## src/rtl/dac_pkg.sv

```systemverilog
// Function
// - pin-setup write records per pin panel or general use and direction
// - general pins take programmed direction; panel pins follow panel waveforms
// - pin-setup read returns current pin configuration
// - pin-level write drives supplied levels on general pins configured as outputs
// - pin-level read gives live level for inputs, programmed value otherwise
// - post-processor setting is stored and read back
// - four waveform generators, each set with rise, fall, period, toggling
// - each generator has a readback at the code after its write
// - pins 0 to 3 combine generators by three-input logic; ignored for general pins
// - each pin's logic-combine settings can be read back
// - ambient and content-adaptive backlight settings stored and read back
// - backlight power-saving thresholds stored and read back
// - run from crystal until the synthesizer, enabled by the start command, has locked
// - synthesizer settings written and read, status read separately
// - deep sleep command enters deep sleep mode
// - dot clock setting written and read back
// - host selects pixel format; device applies it and reads it back
// - 18-bit pixel, six bits per colour, red green blue high to low
package dac_pkg;
  // ****************
  // command codes
  // ****************
  localparam logic [7:0] CMD_PIN_SETUP_WR = 8'hb8;
  localparam logic [7:0] CMD_PIN_SETUP_RD = 8'hb9;
  localparam logic [7:0] CMD_PIN_LEVEL_WR = 8'hba;
  localparam logic [7:0] CMD_PIN_LEVEL_RD = 8'hbb;
  localparam logic [7:0] CMD_POST_WR = 8'hbc;
  localparam logic [7:0] CMD_BL_WR = 8'hd0;
  localparam logic [7:0] CMD_THR_WR = 8'hd4;
  localparam logic [7:0] CMD_SYN_START = 8'he0;
  localparam logic [7:0] CMD_SYN_WR = 8'he2;
  localparam logic [7:0] CMD_SYN_STAT = 8'he4;
  localparam logic [7:0] CMD_DEEP_SLEEP = 8'he5;
  localparam logic [7:0] CMD_DOT_WR = 8'he6;
  localparam logic [7:0] CMD_PIXFMT_WR = 8'hf0;
  localparam logic [4:0] CMD_WAVE_GRP = 5'h18;
  localparam logic [4:0] CMD_ROP_GRP = 5'h19;
  // ****************
  // apb map
  // ****************
  localparam logic [7:0] ADDR_CMD = 8'h00;
  localparam logic [7:0] ADDR_DATA = 8'h04;
  localparam logic [7:0] ADDR_STATUS = 8'h08;
  localparam logic [7:0] ADDR_PIXEL = 8'h0c;
  // ****************
  // parameter byte store
  // ****************
  localparam int STORE_N = 50;
  localparam int PIN_N = 4;
  localparam int GEN_N = 4;
  localparam logic [5:0] CONF_BASE = 6'h00;
  localparam logic [5:0] VAL_BASE = 6'h01;
  localparam logic [5:0] POST_BASE = 6'h02;
  localparam logic [5:0] GEN_BASE = 6'h06;
  localparam logic [5:0] ROP_BASE = 6'h16;
  localparam logic [5:0] BL_BASE = 6'h1e;
  localparam logic [5:0] THR_BASE = 6'h22;
  localparam logic [5:0] SYN_BASE = 6'h2b;
  localparam logic [5:0] DOT_BASE = 6'h2e;
  localparam logic [5:0] PIX_BASE = 6'h31;
  localparam logic [3:0] LEN_1 = 4'h1;
  localparam logic [3:0] LEN_2 = 4'h2;
  localparam logic [3:0] LEN_3 = 4'h3;
  localparam logic [3:0] LEN_4 = 4'h4;
  localparam logic [3:0] LEN_9 = 4'h9;
  localparam int CONF_DIR_LSB = 4;
  localparam int GEN_RISE = 0;
  localparam int GEN_FALL = 1;
  localparam int GEN_PERIOD = 2;
  localparam int GEN_FLAGS = 3;
  localparam int GEN_LEN_I = 4;
  localparam int ROP_LEN_I = 2;
  localparam int ROP_TABLE = 1;
  localparam int SEL_W = 2;
  // ****************
  // pixel layout
  // ****************
  localparam int CH_W = 6;
  localparam int RED_LSB = 12;
  localparam int GRN_LSB = 6;
  localparam int BLU_LSB = 0;
  localparam int P16_RED_LSB = 11;
  localparam int P16_GRN_LSB = 5;
  localparam int P16_BLU_LSB = 0;
  localparam int P16_RB_W = 5;
  localparam logic [2:0] PIXFMT_16 = 3'h3;
  // ****************
  // timing
  // ****************
  localparam int CLK_NS = 100;
  localparam int LOCK_NS = 100000;
  localparam int LOCK_CYC = (LOCK_NS + CLK_NS - 1) / CLK_NS;
  localparam int LOCK_W = 10;

  typedef enum logic [1:0] {
    ST_IDLE = 2'b00,
    ST_ACC = 2'b01,
    ST_ANS = 2'b11
  } dac_apb_st_t;

  typedef struct packed {
    logic [5:0] base;
    logic [3:0] len;
  } dac_slot_t;

  typedef struct packed {
    logic [CH_W-1:0] red;
    logic [CH_W-1:0] grn;
    logic [CH_W-1:0] blu;
  } dac_pix_t;

  typedef struct packed {
    logic [7:0] cnt;
    logic wave;
  } dac_wave_st_t;

  typedef struct packed {
    logic [7:0] cmd;
    logic [3:0] idx;
    logic [STORE_N-1:0][7:0] store;
    dac_apb_st_t st;
    logic pready;
    logic pslverr;
    logic [31:0] prdata;
    logic syn_en;
    logic [LOCK_W-1:0] lock_cnt;
    logic locked;
    logic sleep;
    dac_pix_t pix;
    logic pix_valid;
    logic [PIN_N-1:0] gpio;
    logic [PIN_N-1:0] gpio_oe;
  } dac_state_t;

  // storage slot of a write command; len zero means no parameters stored
  function automatic dac_slot_t cmd_slot(input logic [7:0] code);
    dac_slot_t r;
    r.base = CONF_BASE;
    r.len = 4'h0;
    case (code)
      CMD_PIN_SETUP_WR: begin r.base = CONF_BASE; r.len = LEN_1; end
      CMD_PIN_LEVEL_WR: begin r.base = VAL_BASE; r.len = LEN_1; end
      CMD_POST_WR: begin r.base = POST_BASE; r.len = LEN_4; end
      CMD_BL_WR: begin r.base = BL_BASE; r.len = LEN_4; end
      CMD_THR_WR: begin r.base = THR_BASE; r.len = LEN_9; end
      CMD_SYN_WR: begin r.base = SYN_BASE; r.len = LEN_3; end
      CMD_DOT_WR: begin r.base = DOT_BASE; r.len = LEN_3; end
      CMD_PIXFMT_WR: begin r.base = PIX_BASE; r.len = LEN_1; end
      default: begin
        if (code[7:3] == CMD_WAVE_GRP && !code[0]) begin
          r.base = GEN_BASE + {2'b00, code[2:1], 2'b00};
          r.len = LEN_4;
        end else if (code[7:3] == CMD_ROP_GRP && !code[0]) begin
          r.base = ROP_BASE + {3'b000, code[2:1], 1'b0};
          r.len = LEN_2;
        end
      end
    endcase
    return r;
  endfunction
endpackage

```

## src/rtl/dac_sync2.sv

```systemverilog
`timescale 1ns/1ps
module dac_sync2 #(
  parameter int W = 4
) (
  input wire logic mclk_i,
  input wire logic nrst_i,
  input wire logic [W-1:0] d_i,
  output logic [W-1:0] q_o
);
  logic [W-1:0] meta;

  // meta feeds only the second stage
  always_ff @(posedge mclk_i) begin
    if (!nrst_i) begin
      meta <= '0;
      q_o <= '0;
    end else begin
      meta <= d_i;
      q_o <= meta;
    end
  end
endmodule

```

## src/rtl/dac_wave_gen.sv

```systemverilog
`timescale 1ns/1ps
module dac_wave_gen (
  input wire logic mclk_i,
  input wire logic nrst_i,
  input wire logic run_i,
  input wire logic [7:0] rise_i,
  input wire logic [7:0] fall_i,
  input wire logic [7:0] period_i,
  output logic wave_o
);
  dac_pkg::dac_wave_st_t s;
  dac_pkg::dac_wave_st_t next_s;

  // high from rise point up to fall point within each period
  always_comb begin
    next_s = s;
    if (!run_i) begin
      next_s.cnt = 8'h00;
      next_s.wave = 1'b0;
    end else begin
      next_s.cnt = (s.cnt >= period_i) ? 8'h00 : s.cnt + 8'h01;
      next_s.wave = (s.cnt >= rise_i) && (s.cnt < fall_i);
    end
  end

  always_ff @(posedge mclk_i) begin
    if (!nrst_i) begin
      s <= '0;
    end else begin
      s <= next_s;
    end
  end

  assign wave_o = s.wave;
endmodule

```

## src/rtl/dac_top.sv

```systemverilog
// Chosen here: the address map and register access over APB.
`timescale 1ns/1ps
module dac_top (
  input wire logic mclk_i,
  input wire logic nrst_i,
  input wire logic psel_i,
  input wire logic penable_i,
  input wire logic pwrite_i,
  input wire logic [7:0] paddr_i,
  input wire logic [31:0] pwdata_i,
  output logic [31:0] prdata_o,
  output logic pready_o,
  output logic pslverr_o,
  input wire logic [3:0] gpio_i,
  output logic [3:0] gpio_o,
  output logic [3:0] gpio_oe_o,
  output dac_pkg::dac_pix_t pix_o,
  output logic pix_valid_o,
  output logic syn_en_o,
  output logic syn_clk_sel_o,
  output logic sleep_o,
  output logic [23:0] dot_freq_o,
  output logic [2:0] pixfmt_o
);
  localparam int LOCK_W = dac_pkg::LOCK_W;
  dac_pkg::dac_state_t s;
  dac_pkg::dac_state_t next_s;
  logic [3:0] pin_sync;
  logic [dac_pkg::GEN_N-1:0] wave;
  logic acc;
  dac_pkg::dac_slot_t wslot;
  dac_pkg::dac_slot_t rslot;
  logic [7:0] conf;
  logic [7:0] rd_byte;
  logic rop_blocked;

  // ****************
  // pin input synchroniser
  // ****************
  dac_sync2 #(.W(4)) u_pin_sync (
    .mclk_i(mclk_i),
    .nrst_i(nrst_i),
    .d_i(gpio_i),
    .q_o(pin_sync)
  );

  // ****************
  // waveform generators
  // ****************
  genvar g;
  generate
    for (g = 0; g < dac_pkg::GEN_N; g++) begin : gen_wave
      localparam int B = int'(dac_pkg::GEN_BASE) + g * dac_pkg::GEN_LEN_I;
      dac_wave_gen u_wave (
        .mclk_i(mclk_i),
        .nrst_i(nrst_i),
        .run_i(s.store[B + dac_pkg::GEN_FLAGS][0] && !s.sleep),
        .rise_i(s.store[B + dac_pkg::GEN_RISE]),
        .fall_i(s.store[B + dac_pkg::GEN_FALL]),
        .period_i(s.store[B + dac_pkg::GEN_PERIOD]),
        .wave_o(wave[g])
      );
    end
  endgenerate

  // ****************
  // command decode
  // ****************
  assign acc = psel_i && penable_i && !s.pready;
  assign conf = s.store[dac_pkg::CONF_BASE];
  assign wslot = dac_pkg::cmd_slot(s.cmd);
  assign rslot = dac_pkg::cmd_slot(s.cmd - 8'h01);
  // logic-combine writes only land on pins given to panel use
  assign rop_blocked = (s.cmd[7:3] == dac_pkg::CMD_ROP_GRP) && !conf[s.cmd[2:1]];

  // readback byte at the current parameter position
  always_comb begin
    rd_byte = 8'h00;
    if (s.cmd == dac_pkg::CMD_PIN_LEVEL_RD) begin
      for (int i = 0; i < dac_pkg::PIN_N; i++) begin
        // live level for inputs, programmed level otherwise
        rd_byte[i] = s.gpio_oe[i] ? s.store[dac_pkg::VAL_BASE][i] : pin_sync[i];
      end
    end else if (s.cmd == dac_pkg::CMD_SYN_STAT) begin
      rd_byte = {7'h00, s.locked};
    end else if (s.cmd[0] && rslot.len != 4'h0 && s.idx < rslot.len) begin
      rd_byte = s.store[rslot.base + {2'b00, s.idx}];
    end
  end

  always_comb begin
    logic [7:0] sel;
    logic [7:0] tbl;
    logic [2:0] pick;
    logic [15:0] w16;
    next_s = s;
    sel = 8'h00;
    tbl = 8'h00;
    pick = 3'h0;
    w16 = pwdata_i[15:0];
    next_s.pix_valid = 1'b0;
    next_s.pready = acc;
    next_s.pslverr = 1'b0;
    // ****************
    // apb phase tracking
    // ****************
    case (s.st)
      dac_pkg::ST_IDLE: begin
        if (psel_i && !penable_i) begin
          next_s.st = dac_pkg::ST_ACC;
        end
      end
      dac_pkg::ST_ACC: begin
        if (acc) begin
          next_s.st = dac_pkg::ST_ANS;
        end
      end
      dac_pkg::ST_ANS: begin
        next_s.st = dac_pkg::ST_IDLE;
      end
      default: begin
        next_s.st = dac_pkg::ST_IDLE;
      end
    endcase
    // ****************
    // register access
    // ****************
    if (acc && pwrite_i) begin
      case (paddr_i)
        dac_pkg::ADDR_CMD: begin
          next_s.cmd = pwdata_i[7:0];
          next_s.idx = 4'h0;
          // any later command other than deep sleep wakes the device again
          next_s.sleep = (pwdata_i[7:0] == dac_pkg::CMD_DEEP_SLEEP);
          if (pwdata_i[7:0] == dac_pkg::CMD_SYN_START) begin
            next_s.syn_en = 1'b1;
          end
          if (pwdata_i[7:0] == dac_pkg::CMD_DEEP_SLEEP) begin
            next_s.syn_en = 1'b0;
            next_s.lock_cnt = '0;
            next_s.locked = 1'b0;
          end
        end
        dac_pkg::ADDR_DATA: begin
          // surplus bytes beyond the parameter count are dropped
          if (wslot.len != 4'h0 && s.idx < wslot.len && !rop_blocked) begin
            next_s.store[wslot.base + {2'b00, s.idx}] = pwdata_i[7:0];
            next_s.idx = s.idx + 4'h1;
          end
        end
        dac_pkg::ADDR_PIXEL: begin
          next_s.pix_valid = 1'b1;
          if (s.store[dac_pkg::PIX_BASE][2:0] == dac_pkg::PIXFMT_16) begin
            // 5-6-5 widened by repeating the top bit
            next_s.pix.red = {w16[dac_pkg::P16_RED_LSB +: dac_pkg::P16_RB_W],
                              w16[dac_pkg::P16_RED_LSB + dac_pkg::P16_RB_W - 1]};
            next_s.pix.grn = w16[dac_pkg::P16_GRN_LSB +: dac_pkg::CH_W];
            next_s.pix.blu = {w16[dac_pkg::P16_BLU_LSB +: dac_pkg::P16_RB_W],
                              w16[dac_pkg::P16_BLU_LSB + dac_pkg::P16_RB_W - 1]};
          end else begin
            next_s.pix.red = pwdata_i[dac_pkg::RED_LSB +: dac_pkg::CH_W];
            next_s.pix.grn = pwdata_i[dac_pkg::GRN_LSB +: dac_pkg::CH_W];
            next_s.pix.blu = pwdata_i[dac_pkg::BLU_LSB +: dac_pkg::CH_W];
          end
        end
        default: begin
          next_s.pslverr = 1'b1;
        end
      endcase
    end else if (acc) begin
      next_s.prdata = 32'h0000_0000;
      case (paddr_i)
        dac_pkg::ADDR_CMD: begin
          next_s.prdata = {24'h00_0000, s.cmd};
        end
        dac_pkg::ADDR_DATA: begin
          next_s.prdata = {24'h00_0000, rd_byte};
          next_s.idx = s.idx + 4'h1;
        end
        dac_pkg::ADDR_STATUS: begin
          next_s.prdata = {25'h000_0000, s.store[dac_pkg::PIX_BASE][2:0],
                           pin_sync[0], s.sleep, s.locked, s.syn_en};
        end
        dac_pkg::ADDR_PIXEL: begin
          next_s.prdata = {14'h0000, s.pix};
        end
        default: begin
          next_s.pslverr = 1'b1;
        end
      endcase
    end
    // ****************
    // synthesizer lock timer
    // ****************
    if (s.syn_en && !s.locked) begin
      if (s.lock_cnt == LOCK_W'(dac_pkg::LOCK_CYC - 1)) begin
        next_s.locked = 1'b1;
      end else begin
        next_s.lock_cnt = s.lock_cnt + 1'b1;
      end
    end
    // ****************
    // pin drive
    // ****************
    for (int i = 0; i < dac_pkg::PIN_N; i++) begin
      sel = s.store[int'(dac_pkg::ROP_BASE) + i * dac_pkg::ROP_LEN_I];
      tbl = s.store[int'(dac_pkg::ROP_BASE) + i * dac_pkg::ROP_LEN_I + dac_pkg::ROP_TABLE];
      pick = {wave[sel[1:0]], wave[sel[3:2]], wave[sel[5:4]]};
      if (conf[i]) begin
        next_s.gpio_oe[i] = 1'b1;
        next_s.gpio[i] = tbl[pick];
      end else begin
        next_s.gpio_oe[i] = conf[dac_pkg::CONF_DIR_LSB + i];
        next_s.gpio[i] = s.store[dac_pkg::VAL_BASE][i];
      end
    end
  end

  always_ff @(posedge mclk_i) begin
    if (!nrst_i) begin
      s <= '0;
    end else begin
      s <= next_s;
    end
  end

  assign prdata_o = s.prdata;
  assign pready_o = s.pready;
  assign pslverr_o = s.pslverr;
  assign gpio_o = s.gpio;
  assign gpio_oe_o = s.gpio_oe;
  assign pix_o = s.pix;
  assign pix_valid_o = s.pix_valid;
  assign syn_en_o = s.syn_en;
  assign syn_clk_sel_o = s.locked;
  assign sleep_o = s.sleep;
  assign dot_freq_o = {s.store[dac_pkg::DOT_BASE], s.store[dac_pkg::DOT_BASE + 6'h01],
                       s.store[dac_pkg::DOT_BASE + 6'h02]};
  assign pixfmt_o = s.store[dac_pkg::PIX_BASE][2:0];
endmodule

```

## config.mk

```make
export PLATFORM = sky130hd
export DESIGN_NAME = dac_top
export DESIGN_NICKNAME = d
export VERILOG_FILES = /design/src/rtl/dac_pkg.sv /design/src/rtl/dac_sync2.sv /design/src/rtl/dac_wave_gen.sv /design/src/rtl/dac_top.sv
export SDC_FILE = /design/constraint.sdc
export NUM_CORES = 1
export LEC_CHECK = 0
export BUFFER_PORTS_ARGS = -buffer_cell sky130_fd_sc_hd__buf_2
export CAP_MARGIN = 20
export CELL_PAD_IN_SITES_DETAIL_PLACEMENT = 0
export CELL_PAD_IN_SITES_GLOBAL_PLACEMENT = 1
export CORE_ASPECT_RATIO = 1.5
export CORE_MARGIN = 4
export CORE_UTILIZATION = 52
export DETAILED_ROUTE_END_ITERATION = 6
export PLACE_DENSITY = 0.95
export SLEW_MARGIN = 0
export SYNTH_ARGS = -nofsm -noshare
export SYNTH_HDL_FRONTEND = slang
export SYNTH_SLANG_ARGS = --single-unit
```

## constraint.sdc

```tcl
create_clock -name mclk_i -period 16.1 [get_ports mclk_i]
set_input_delay 3.22 -clock mclk_i [delete_from_list [all_inputs] [get_ports mclk_i]]
set_output_delay 3.22 -clock mclk_i [all_outputs]
set_load 0.01 [all_outputs]
```

==> results of run 1 <==
-- metal layers --
layer | GRT usage | share of wire | vias to the layer above
li1 | - | - | 10410
met1 | 0.316 | 0.37 | 11049
met2 | 0.483 | 0.50 | 1086
met3 | 0.0350 | 0.067 | 270
met4 | 0.158 | 0.067 | 0
met5 | 0 | 0 | -
-- placed cells by master (no fill, tap or decap), types with 34 or more instances in the layout --
master / count
nand2_1: 416
mux2i_1: 124
nor2_1: 205
nand3_1: 92
buf_4: 34
inv_1: 114
o21ai_0: 259
buf_2: 110
ha_1: 121
mux4_2: 141
dfxtp_1: 516
clkbuf_16: 49
o21ai_1: 45
a21o_1: 63
a21oi_1: 298
-- worst register-to-register path: cells and delay by family, from the launching register on --
family | cells | cell delay, ps
DFF | 1 | 760
and+or+nand+nor | 1 | 220
adders and majority gates | 3 | 1620
xor gates and xnor gates | 1 | 680
AOI/OAI and AO/OA | 5 | 820
buffers and inverters | 3 | 1020
muxes | 4 | 2140
-- final timing paths --
path                                         start                 to  slack [ps]  cells past startpoint
worst min-delay path            u_pin_sync.meta[0]  u_pin_sync.q_o[0]         450                      1
worst min register to register  u_pin_sync.meta[0]  u_pin_sync.q_o[0]         450                      1
worst max register to register              s[482]        prdata_o[6]        8730                     17
worst max-delay path                        s[482]        prdata_o[6]        8730                     17
-- per-stage QoR --
stage	setup slack, ps	std cells	instance area, sq um
detailed placement	8840	3570	27500
global route	8420	3658	29100
finish	8730	3658	29100
CTS	8810	3658	29100
floorplan	10210	3048	27300
global placement	8950	3570	27500
-- synth_stat cells (5+ instances only) --
cell,n,share of area
a21oi_1,298,0.055
o21ai_1,45,0.0083
dfxtp_1,516,0.38
inv_1,114,0.016
nor3_2,7,0.0026
or2_2,6,0.0014
nor2b_1,12,0.0028
nand2b_1,25,0.0057
a211o_1,8,0.0026
xor2_1,27,0.0087
nor2_2,5,0.0011
mux2i_1,124,0.046
clkbuf_1,169,0.023
nor2_1,205,0.028
mux2_2,14,0.0058
nor3_1,23,0.0042
a21o_1,63,0.017
o21ai_0,259,0.048
and3_1,11,0.0025
a31oi_1,9,0.0021
buf_2,12,0.0022
o211ai_1,6,0.0017
xnor2_1,24,0.0077
mux4_2,141,0.12
nand2_1,416,0.057
nand3b_1,6,0.0017
buf_4,86,0.024
a211oi_1,23,0.0063
buf_1,28,0.0039
nor2_4,12,0.0050
and2_1,11,0.0025
nand3_1,92,0.017
nor4_1,10,0.0023
a22oi_1,21,0.0058
nand4_1,8,0.0018
ha_1,122,0.056
or3_1,13,0.0030
-- logic make-up after synthesis --
kind of cell             Yosys count  share of synthesized area
AO/OA/AOI/OAI                    761                      0.156
XOR/XNOR                          51                     0.0164
adder cells (fa/ha/maj)          124                     0.0576
buffers and inverters            414                     0.0706
flip-flops                       516                      0.380
multiplexers                     283                      0.170
other                              1                   0.000138
AND/OR/NAND/NOR                  885                      0.150
-- layout make-up --
| type | instances | area (sq um) | share of cell area |
|---|---|---|---|
| inverter | 115 | 439 | 0.0151 |
| timing repair buffer | 145 | 826 | 0.0283 |
| multi-input combinational | 2118 | 15100 | 0.517 |
| clock buffer | 75 | 1470 | 0.0506 |
| sequential | 516 | 10300 | 0.355 |
| clock inverter | 13 | 158 | 0.00541 |
| tap | 676 | 846 | 0.0290 |
-- where the power goes --
group	switching [mW]	leakage [nW]	internal [mW]
registers	0.000599	4.16	1.28
logic	0.0547	4.99	0.00985
clock network	0.507	0.804	0.678
==> results_dict.tcl, run 1 <==
set metrics [dict create \
    totalWireLength_mm 79.7 \
    status "finished, final reports clean" \
    synth-async-reset-ratio 0 \
    dr.first_iter.drc_count 2518 \
    fill_cells 4396 \
    fin_tns_setup_ps 0 \
    antenna_found_initial 0 \
    finalPower_mw 2.53 \
    synth_warnings 0 \
    htreeDepth 2 \
    slowest_stage "fa_4" \
    cp-start-kind "flip-flop" \
    finalMaxSlewViolations 0 \
    overflow 0 \
    worstPathMaxFanout 37 \
    syn_area_per_cell_sq_um 8.96 \
    drive_gt1_frac 0.144 \
    ant_nets 0 \
    coreArea_sq_mm 0.0517 \
    p_leak_nw 9.95 \
    hold_buffers 0 \
    end_kind "flip-flop" \
    nNetsFinal 3117 \
    cp_num_buf_inv 3 \
    die_y_um 288 \
    post-cts-setup-buffers 0 \
    hp-class "reg2reg" \
    final_util 0.564 \
    worst_pin_slew_ps 1070 \
    ys_ff_latch 516 \
    pin_count 140 \
    syn_area_sq_mm 0.0272 \
    cp.arrival_ps 7820 \
    n_antenna_cell 0 \
    routedWlPerCell_um 21.8 \
    slew_headroom 0.287 \
    clock_latency_ps 580 \
    max_freq_ghz 0.136 \
    area_growth_pct 7.08 \
    finalSetupViolations 0 \
    grt_pass1_wl_mm 124 \
    drc 0 \
    dieArea_sq_mm 0.0561 \
    grt_pass1_vias 22563 \
    ir_worst_vdd_mv 0.0872 \
    finClkSkew_ps 13.7 \
    clk_pin_slew_worst_paths_ps 70 \
    viasPerCell 6.24 \
    synth_cell_types 75 \
    rsz0062_at_grt "no" \
    cts_tree "built" \
    path_class "reg2reg" \
    die_w_um 195 \
    synthCells 3035 \
    grt_util_all_layers 0.272 \
    first_pass_iters 6 \
    holdWs_ps 450 \
    power_density_mw_per_mm2 86.8 \
    layout_min_cycle_time_ps 7370 \
    crit_path_cell_trace "inv_1, ha_1, a21boi_1, xnor2_1, o221a_2, a21o_1, a22oi_1, nor2_1, ha_4, inv_1, fa_4, buf_4, mux4_2, mux4_2, mux2i_1, mux2_2, o21ai_0" \
    port_buffers 111 \
    vias 22815 \
    cts_sinks 516 \
    num_rows 102 \
    grt_max_degree 226 \
    ys.flop_type "dfxtp_1" \
    gp_congestion 0.949 \
    start_util 0.526 \
    yosysSeqAreaShare 0.380 \
    final-hold-violation-count 0 \
    max_stage_delay_ps 1190 \
    cap_viol_max_count 0 \
    ctsResizeCount 0 \
    critPathTopFamily "multiplexers" \
    clockBufferDepth 3 \
    dp_hpwl_mm 54.7 \
    critPathRequiredTime_ps 16560 \
    root_buffer "clkbuf_16" \
    cts_buffers 48 \
    finalCritPeriodShare 0.457 \
    synth_edf_count 0 \
]
Power figures use the tool's default switching activity.
==> run 2, diff against run 1 <==
--- a/config.mk
+++ b/config.mk
@@ -11,9 +11,9 @@
 export CELL_PAD_IN_SITES_GLOBAL_PLACEMENT = 1
 export CORE_ASPECT_RATIO = 1.5
 export CORE_MARGIN = 4
-export CORE_UTILIZATION = 52
+export CORE_UTILIZATION = 43
 export DETAILED_ROUTE_END_ITERATION = 6
-export PLACE_DENSITY = 0.95
+export PLACE_DENSITY = 0.87
 export SLEW_MARGIN = 0
 export SYNTH_ARGS = -nofsm -noshare
 export SYNTH_HDL_FRONTEND = slang
==> constraint.sdc (replaced) <==
create_clock -name mclk_i -period 6.35 [get_ports mclk_i]
set_input_delay 1.27 -clock mclk_i [delete_from_list [all_inputs] [get_ports mclk_i]]
set_output_delay 1.27 -clock mclk_i [all_outputs]
set_load 0.01 [all_outputs]
==> results_dict.tcl, run 2 (synthesized netlist as in run 1, its figures left out) <==
set metrics [dict create \
    finalMaxSlewViolations 0 \
    fill_cells 5890 \
    die_y_um 316 \
    cts_tree "built" \
    multi_input_area_sq_mm 0.0151 \
    clk_pin_slew_worst_paths_ps 70 \
    hold_buffers 0 \
    dr.first_iter.drc_count 2003 \
    port_buffers 111 \
    pin_count 140 \
    slowest_stage "fa_4" \
    dp_hpwl_mm 55.7 \
    ant_nets 0 \
    finalCritPeriodShare 0.925 \
    worstSetupStartpoint "s[480]" \
    cp_num_buf_inv 3 \
    finalSetupViolations 0 \
    clock_latency_ps 590 \
    finClkSkew_ps 29.4 \
    dieArea_sq_mm 0.0674 \
    r2r-start "s[480]" \
    first_pass_iters 5 \
    vias 22118 \
    crit_path_cell_trace "inv_1, ha_1, or4b_1, nor3_1, o21ai_1, a21oi_1, a22oi_1, nand3_1, inv_1, fa_4, buf_12, mux4_2, mux4_2, mux2_1, a221oi_1, o21ai_1" \
    end_kind "flip-flop" \
    grt_max_degree 188 \
    final_util 0.472 \
    gp_congestion 0.894 \
    status "finished, final reports clean" \
    cp.arrival_ps 6340 \
    final_cell_mix "516 x dfxtp_1, 416 x nand2_1, 298 x a21oi_1, 259 x o21ai_0, 205 x nor2_1" \
    regArea_sq_mm 0.0103 \
    setup_ws_ps 474 \
    holdWs_ps 434 \
    fin_tns_setup_ps 0 \
    cap_viol_max_count 0 \
    grt_pass1_vias 21324 \
    grt_util_all_layers 0.230 \
    critPathRequiredTime_ps 6810 \
    cts_sinks 516 \
    nNetsFinal 3137 \
    grt_pass1_wl_mm 123 \
    post-cts-setup-buffers 0 \
    clockBufferDepth 3 \
    final-hold-violation-count 0 \
    layout_min_cycle_time_ps 5880 \
    htreeDepth 2 \
    coreArea_sq_mm 0.0625 \
    slew_headroom 0.329 \
    worstPathMaxFanout 32 \
    ir_worst_vdd_mv 0.188 \
    worst_pin_slew_ps 1010 \
    totalWireLength_mm 80.3 \
    root_buffer "clkbuf_16" \
    p_leak_nw 10.1 \
    cts_buffers 48 \
    dp_slack_ps 564 \
    viasPerCell 5.82 \
    mostFrequentLayoutCell "dfxtp_1" \
    ctsResizeCount 0 \
    power_density_mw_per_mm2 215 \
    max_freq_ghz 0.170 \
    path_class "reg2reg" \
    hp-class "reg2reg" \
    rsz0062_at_grt "no" \
    antenna_found_initial 1 \
    cp-start-kind "flip-flop" \
    die_w_um 213 \
    routedWlPerCell_um 21.1 \
    overflow 0 \
    worstHoldStart "u_pin_sync.meta[3]" \
    finalPower_mw 6.33 \
    critPathTopFamily "multiplexers" \
    start_util 0.435 \
    drive_gt1_frac 0.151 \
    drc 0 \
    max_stage_delay_ps 910 \
    area_growth_pct 8.36 \
    num_rows 112 \
]
## run 2: cell types whose count changed in the layout (fill, tap and decap cells not counted), sizes merged, moves of 2 or more
cell / before / now
clkbuf: 75 / 68
bufinv: 3 / 1
inv: 117 / 115
clkinvlp: 1 / 6
buf: 145 / 165
clkinv: 7 / 12
## run 2: metal layers
layer	vias to the layer above	GRT usage	share of wire
met1	10680	0.273	0.38
met5	-	0	0
met4	0	0.117	0.057
li1	10457	-	-
met3	199	0.0294	0.057
met2	782	0.406	0.50
## run 2: worst paths after layout
check,endpoint,slack [ps],depth (start not counted)
worst max-delay path,prdata_o[3],470,16
worst min-delay path,u_pin_sync.q_o[3],430,1
worst max register to register,prdata_o[3],470,16
worst min register to register,u_pin_sync.q_o[3],430,1
## run 2: layout make-up
| type | count | share of cell area |
|---|---|---|
| multi-input combinational | 2118 | 0.511 |
| sequential | 516 | 0.350 |
| tap | 798 | 0.0339 |
| antenna | 1 | 0.0000849 |
| clock inverter | 19 | 0.00497 |
| clock buffer | 68 | 0.0488 |
| inverter | 115 | 0.0149 |
| timing repair buffer | 165 | 0.0361 |
## run 2: metrics by stage
| stage | cells | instance area [sq um] |
|---|---|---|
| 3_3_place_gp | 3712 | 27900 |
| 4_1_cts | 3799 | 29500 |
| 6_report | 3800 | 29500 |
| 5_1_grt | 3800 | 29500 |
| 2_1_floorplan | 3048 | 27300 |
| 3_5_place_dp | 3712 | 27900 |
## run 2: power breakdown
| group | switching (mW) | internal (mW) |
|---|---|---|
| combinational | 0.146 | 0.0253 |
| clock | 1.29 | 1.62 |
| sequential | 0.00173 | 3.24 |
==> run 3, diff against run 2 <==
--- a/config.mk
+++ b/config.mk
@@ -13,7 +13,7 @@
 export CORE_MARGIN = 4
 export CORE_UTILIZATION = 43
 export DETAILED_ROUTE_END_ITERATION = 6
-export PLACE_DENSITY = 0.87
+export PLACE_DENSITY_LB_ADDON = 0.12
 export SLEW_MARGIN = 0
 export SYNTH_ARGS = -nofsm -noshare
 export SYNTH_HDL_FRONTEND = slang
==> results_dict.tcl, run 3 (synthesized netlist as in run 1, its figures left out) <==
set metrics [dict create \
    fill_cells 6006 \
    gp_congestion 0.902 \
    slew_headroom 0.254 \
    status "finished, final reports clean" \
    num_rows 112 \
    htreeDepth 2 \
    die_y_um 316 \
    crit_path_cell_trace "inv_1, ha_1, or4b_1, nor4_1, a211o_1, a22oi_1, nand3_1, inv_1, fa_4, buf_12, mux4_2, mux4_2, mux2_1, a221oi_1, o21ai_1" \
    multi_input_area_sq_mm 0.0151 \
    grt_pass1_wl_mm 132 \
    antenna_found_initial 0 \
    cp_num_buf_inv 3 \
    cp.arrival_ps 6280 \
    worst_pin_slew_ps 1120 \
    clock_latency_ps 630 \
    final-hold-violation-count 0 \
    hold_buffers 0 \
    final_util 0.476 \
    cts_tree "built" \
    cts_sinks 516 \
    ctsResizeCount 0 \
    totalWireLength_mm 87.6 \
    worstPathMaxFanout 21 \
    viasPerCell 5.76 \
    coreArea_sq_mm 0.0625 \
    finClkSkew_ps 34.7 \
    finalSetupViolations 0 \
    max_stage_delay_ps 990 \
    p_leak_nw 10.2 \
    critPathTopFamily "multiplexers" \
    first_pass_iters 5 \
    post-cts-setup-buffers 0 \
    max_freq_ghz 0.173 \
    clk_pin_slew_worst_paths_ps 60 \
    grt_pass1_vias 21390 \
    dp_slack_ps 583 \
    layout_min_cycle_time_ps 5780 \
    die_w_um 213 \
    vias 21997 \
    dieArea_sq_mm 0.0674 \
    ir_worst_vdd_mv 0.231 \
    slowest_stage "fa_4" \
    cts_buffers 53 \
    finalCritPeriodShare 0.911 \
    critPathRequiredTime_ps 6840 \
    grt_max_degree 145 \
    fin_tns_setup_ps 0 \
    grt_util_all_layers 0.253 \
    end_kind "flip-flop" \
    root_buffer "clkbuf_16" \
    port_buffers 111 \
    clockBufferDepth 3 \
    drive_gt1_frac 0.156 \
    rsz0062_at_grt "no" \
    cap_viol_max_count 0 \
    setup_ws_ps 567 \
    drc 0 \
    pin_count 140 \
    start_util 0.435 \
    hp-class "reg2reg" \
    cp-start-kind "flip-flop" \
    regArea_sq_mm 0.0103 \
    overflow 0 \
    dr.first_iter.drc_count 1643 \
    routedWlPerCell_um 22.9 \
    path_class "reg2reg" \
    area_growth_pct 9.44 \
    mostFrequentLayoutCell "dfxtp_1" \
    nNetsFinal 3152 \
    final_cell_mix "516 x dfxtp_1, 416 x nand2_1, 298 x a21oi_1, 259 x o21ai_0, 205 x nor2_1" \
    ant_nets 0 \
    dp_hpwl_mm 60.5 \
    power_density_mw_per_mm2 226 \
    n_antenna_cell 0 \
    finalMaxSlewViolations 0 \
]
==> run 3: changes by cell type in the layout (fill, tap and decap cells not counted), moves of 2 or more <==
cell | before | now
clkbuf_1 | 6 | 8
clkbuf_8 | 12 | 15
bufinv_16 | 1 | 5
clkinvlp_4 | 6 | 2
buf_4 | 47 | 58
clkbuf_16 | 50 | 53
buf_12 | 8 | 6
==> run 3: through the flow <==
stage	hold WS, ps	std cells	instance area (sq um)	total power, mW
after CTS	440	3817	29800	6.81
after detailed placement	425	3721	27900	3.48
after floorplan	412	3048	27300	3.42
after global placement	414	3721	27900	3.48
final	441	3818	29800	6.73
after global routing	449	3818	29800	6.93
==> run 3: worst paths after layout <==
kind / slack, ps / to / cells past startpoint / start
setup reg to reg: 570 / prdata_o[3] / 15 / s[480]
hold reg to reg: 440 / u_pin_sync.q_o[2] / 1 / u_pin_sync.meta[2]
setup / recovery: 570 / prdata_o[3] / 15 / s[480]
hold / removal: 440 / u_pin_sync.q_o[2] / 1 / u_pin_sync.meta[2]
==> run 3: area by class of cell <==
| class | instances | area share |
|---|---|---|
| Clock buffer | 76 | 0.0525 |
| Inverter | 115 | 0.0147 |
| Multi-Input combinational cell | 2118 | 0.506 |
| Tap cell | 798 | 0.0335 |
| Timing Repair Buffer | 175 | 0.0373 |
| Clock inverter | 20 | 0.00916 |
| Sequential cell | 516 | 0.347 |
==> run 3: worst reg2reg max path: cells and delay by family, from the launching register on <==
kind / cells / cell delay [ps]
compound gates: 4 / 910
fa+ha+maj: 2 / 1380
buf+inv: 3 / 520
flops: 1 / 320
mux: 3 / 1470
simple gates: 3 / 1080
==> run 3: layer usage <==
| layer | part of all wire | wire [um] | GRT usage |
|---|---|---|---|
| met2 | 0.51 | 44500 | 0.445 |
| met3 | 0.045 | 3930 | 0.0322 |
| met5 | 0 | 0 | 0 |
| met1 | 0.41 | 35500 | 0.317 |
| met4 | 0.042 | 3700 | 0.0950 |
==> run 3: report_power, final <==
group          switching [mW]  internal, mW  total, mW
logic                   0.148        0.0246      0.172
registers             0.00127          3.24       3.24
clock network            1.40          1.92       3.32
total                    1.55          5.18       6.73
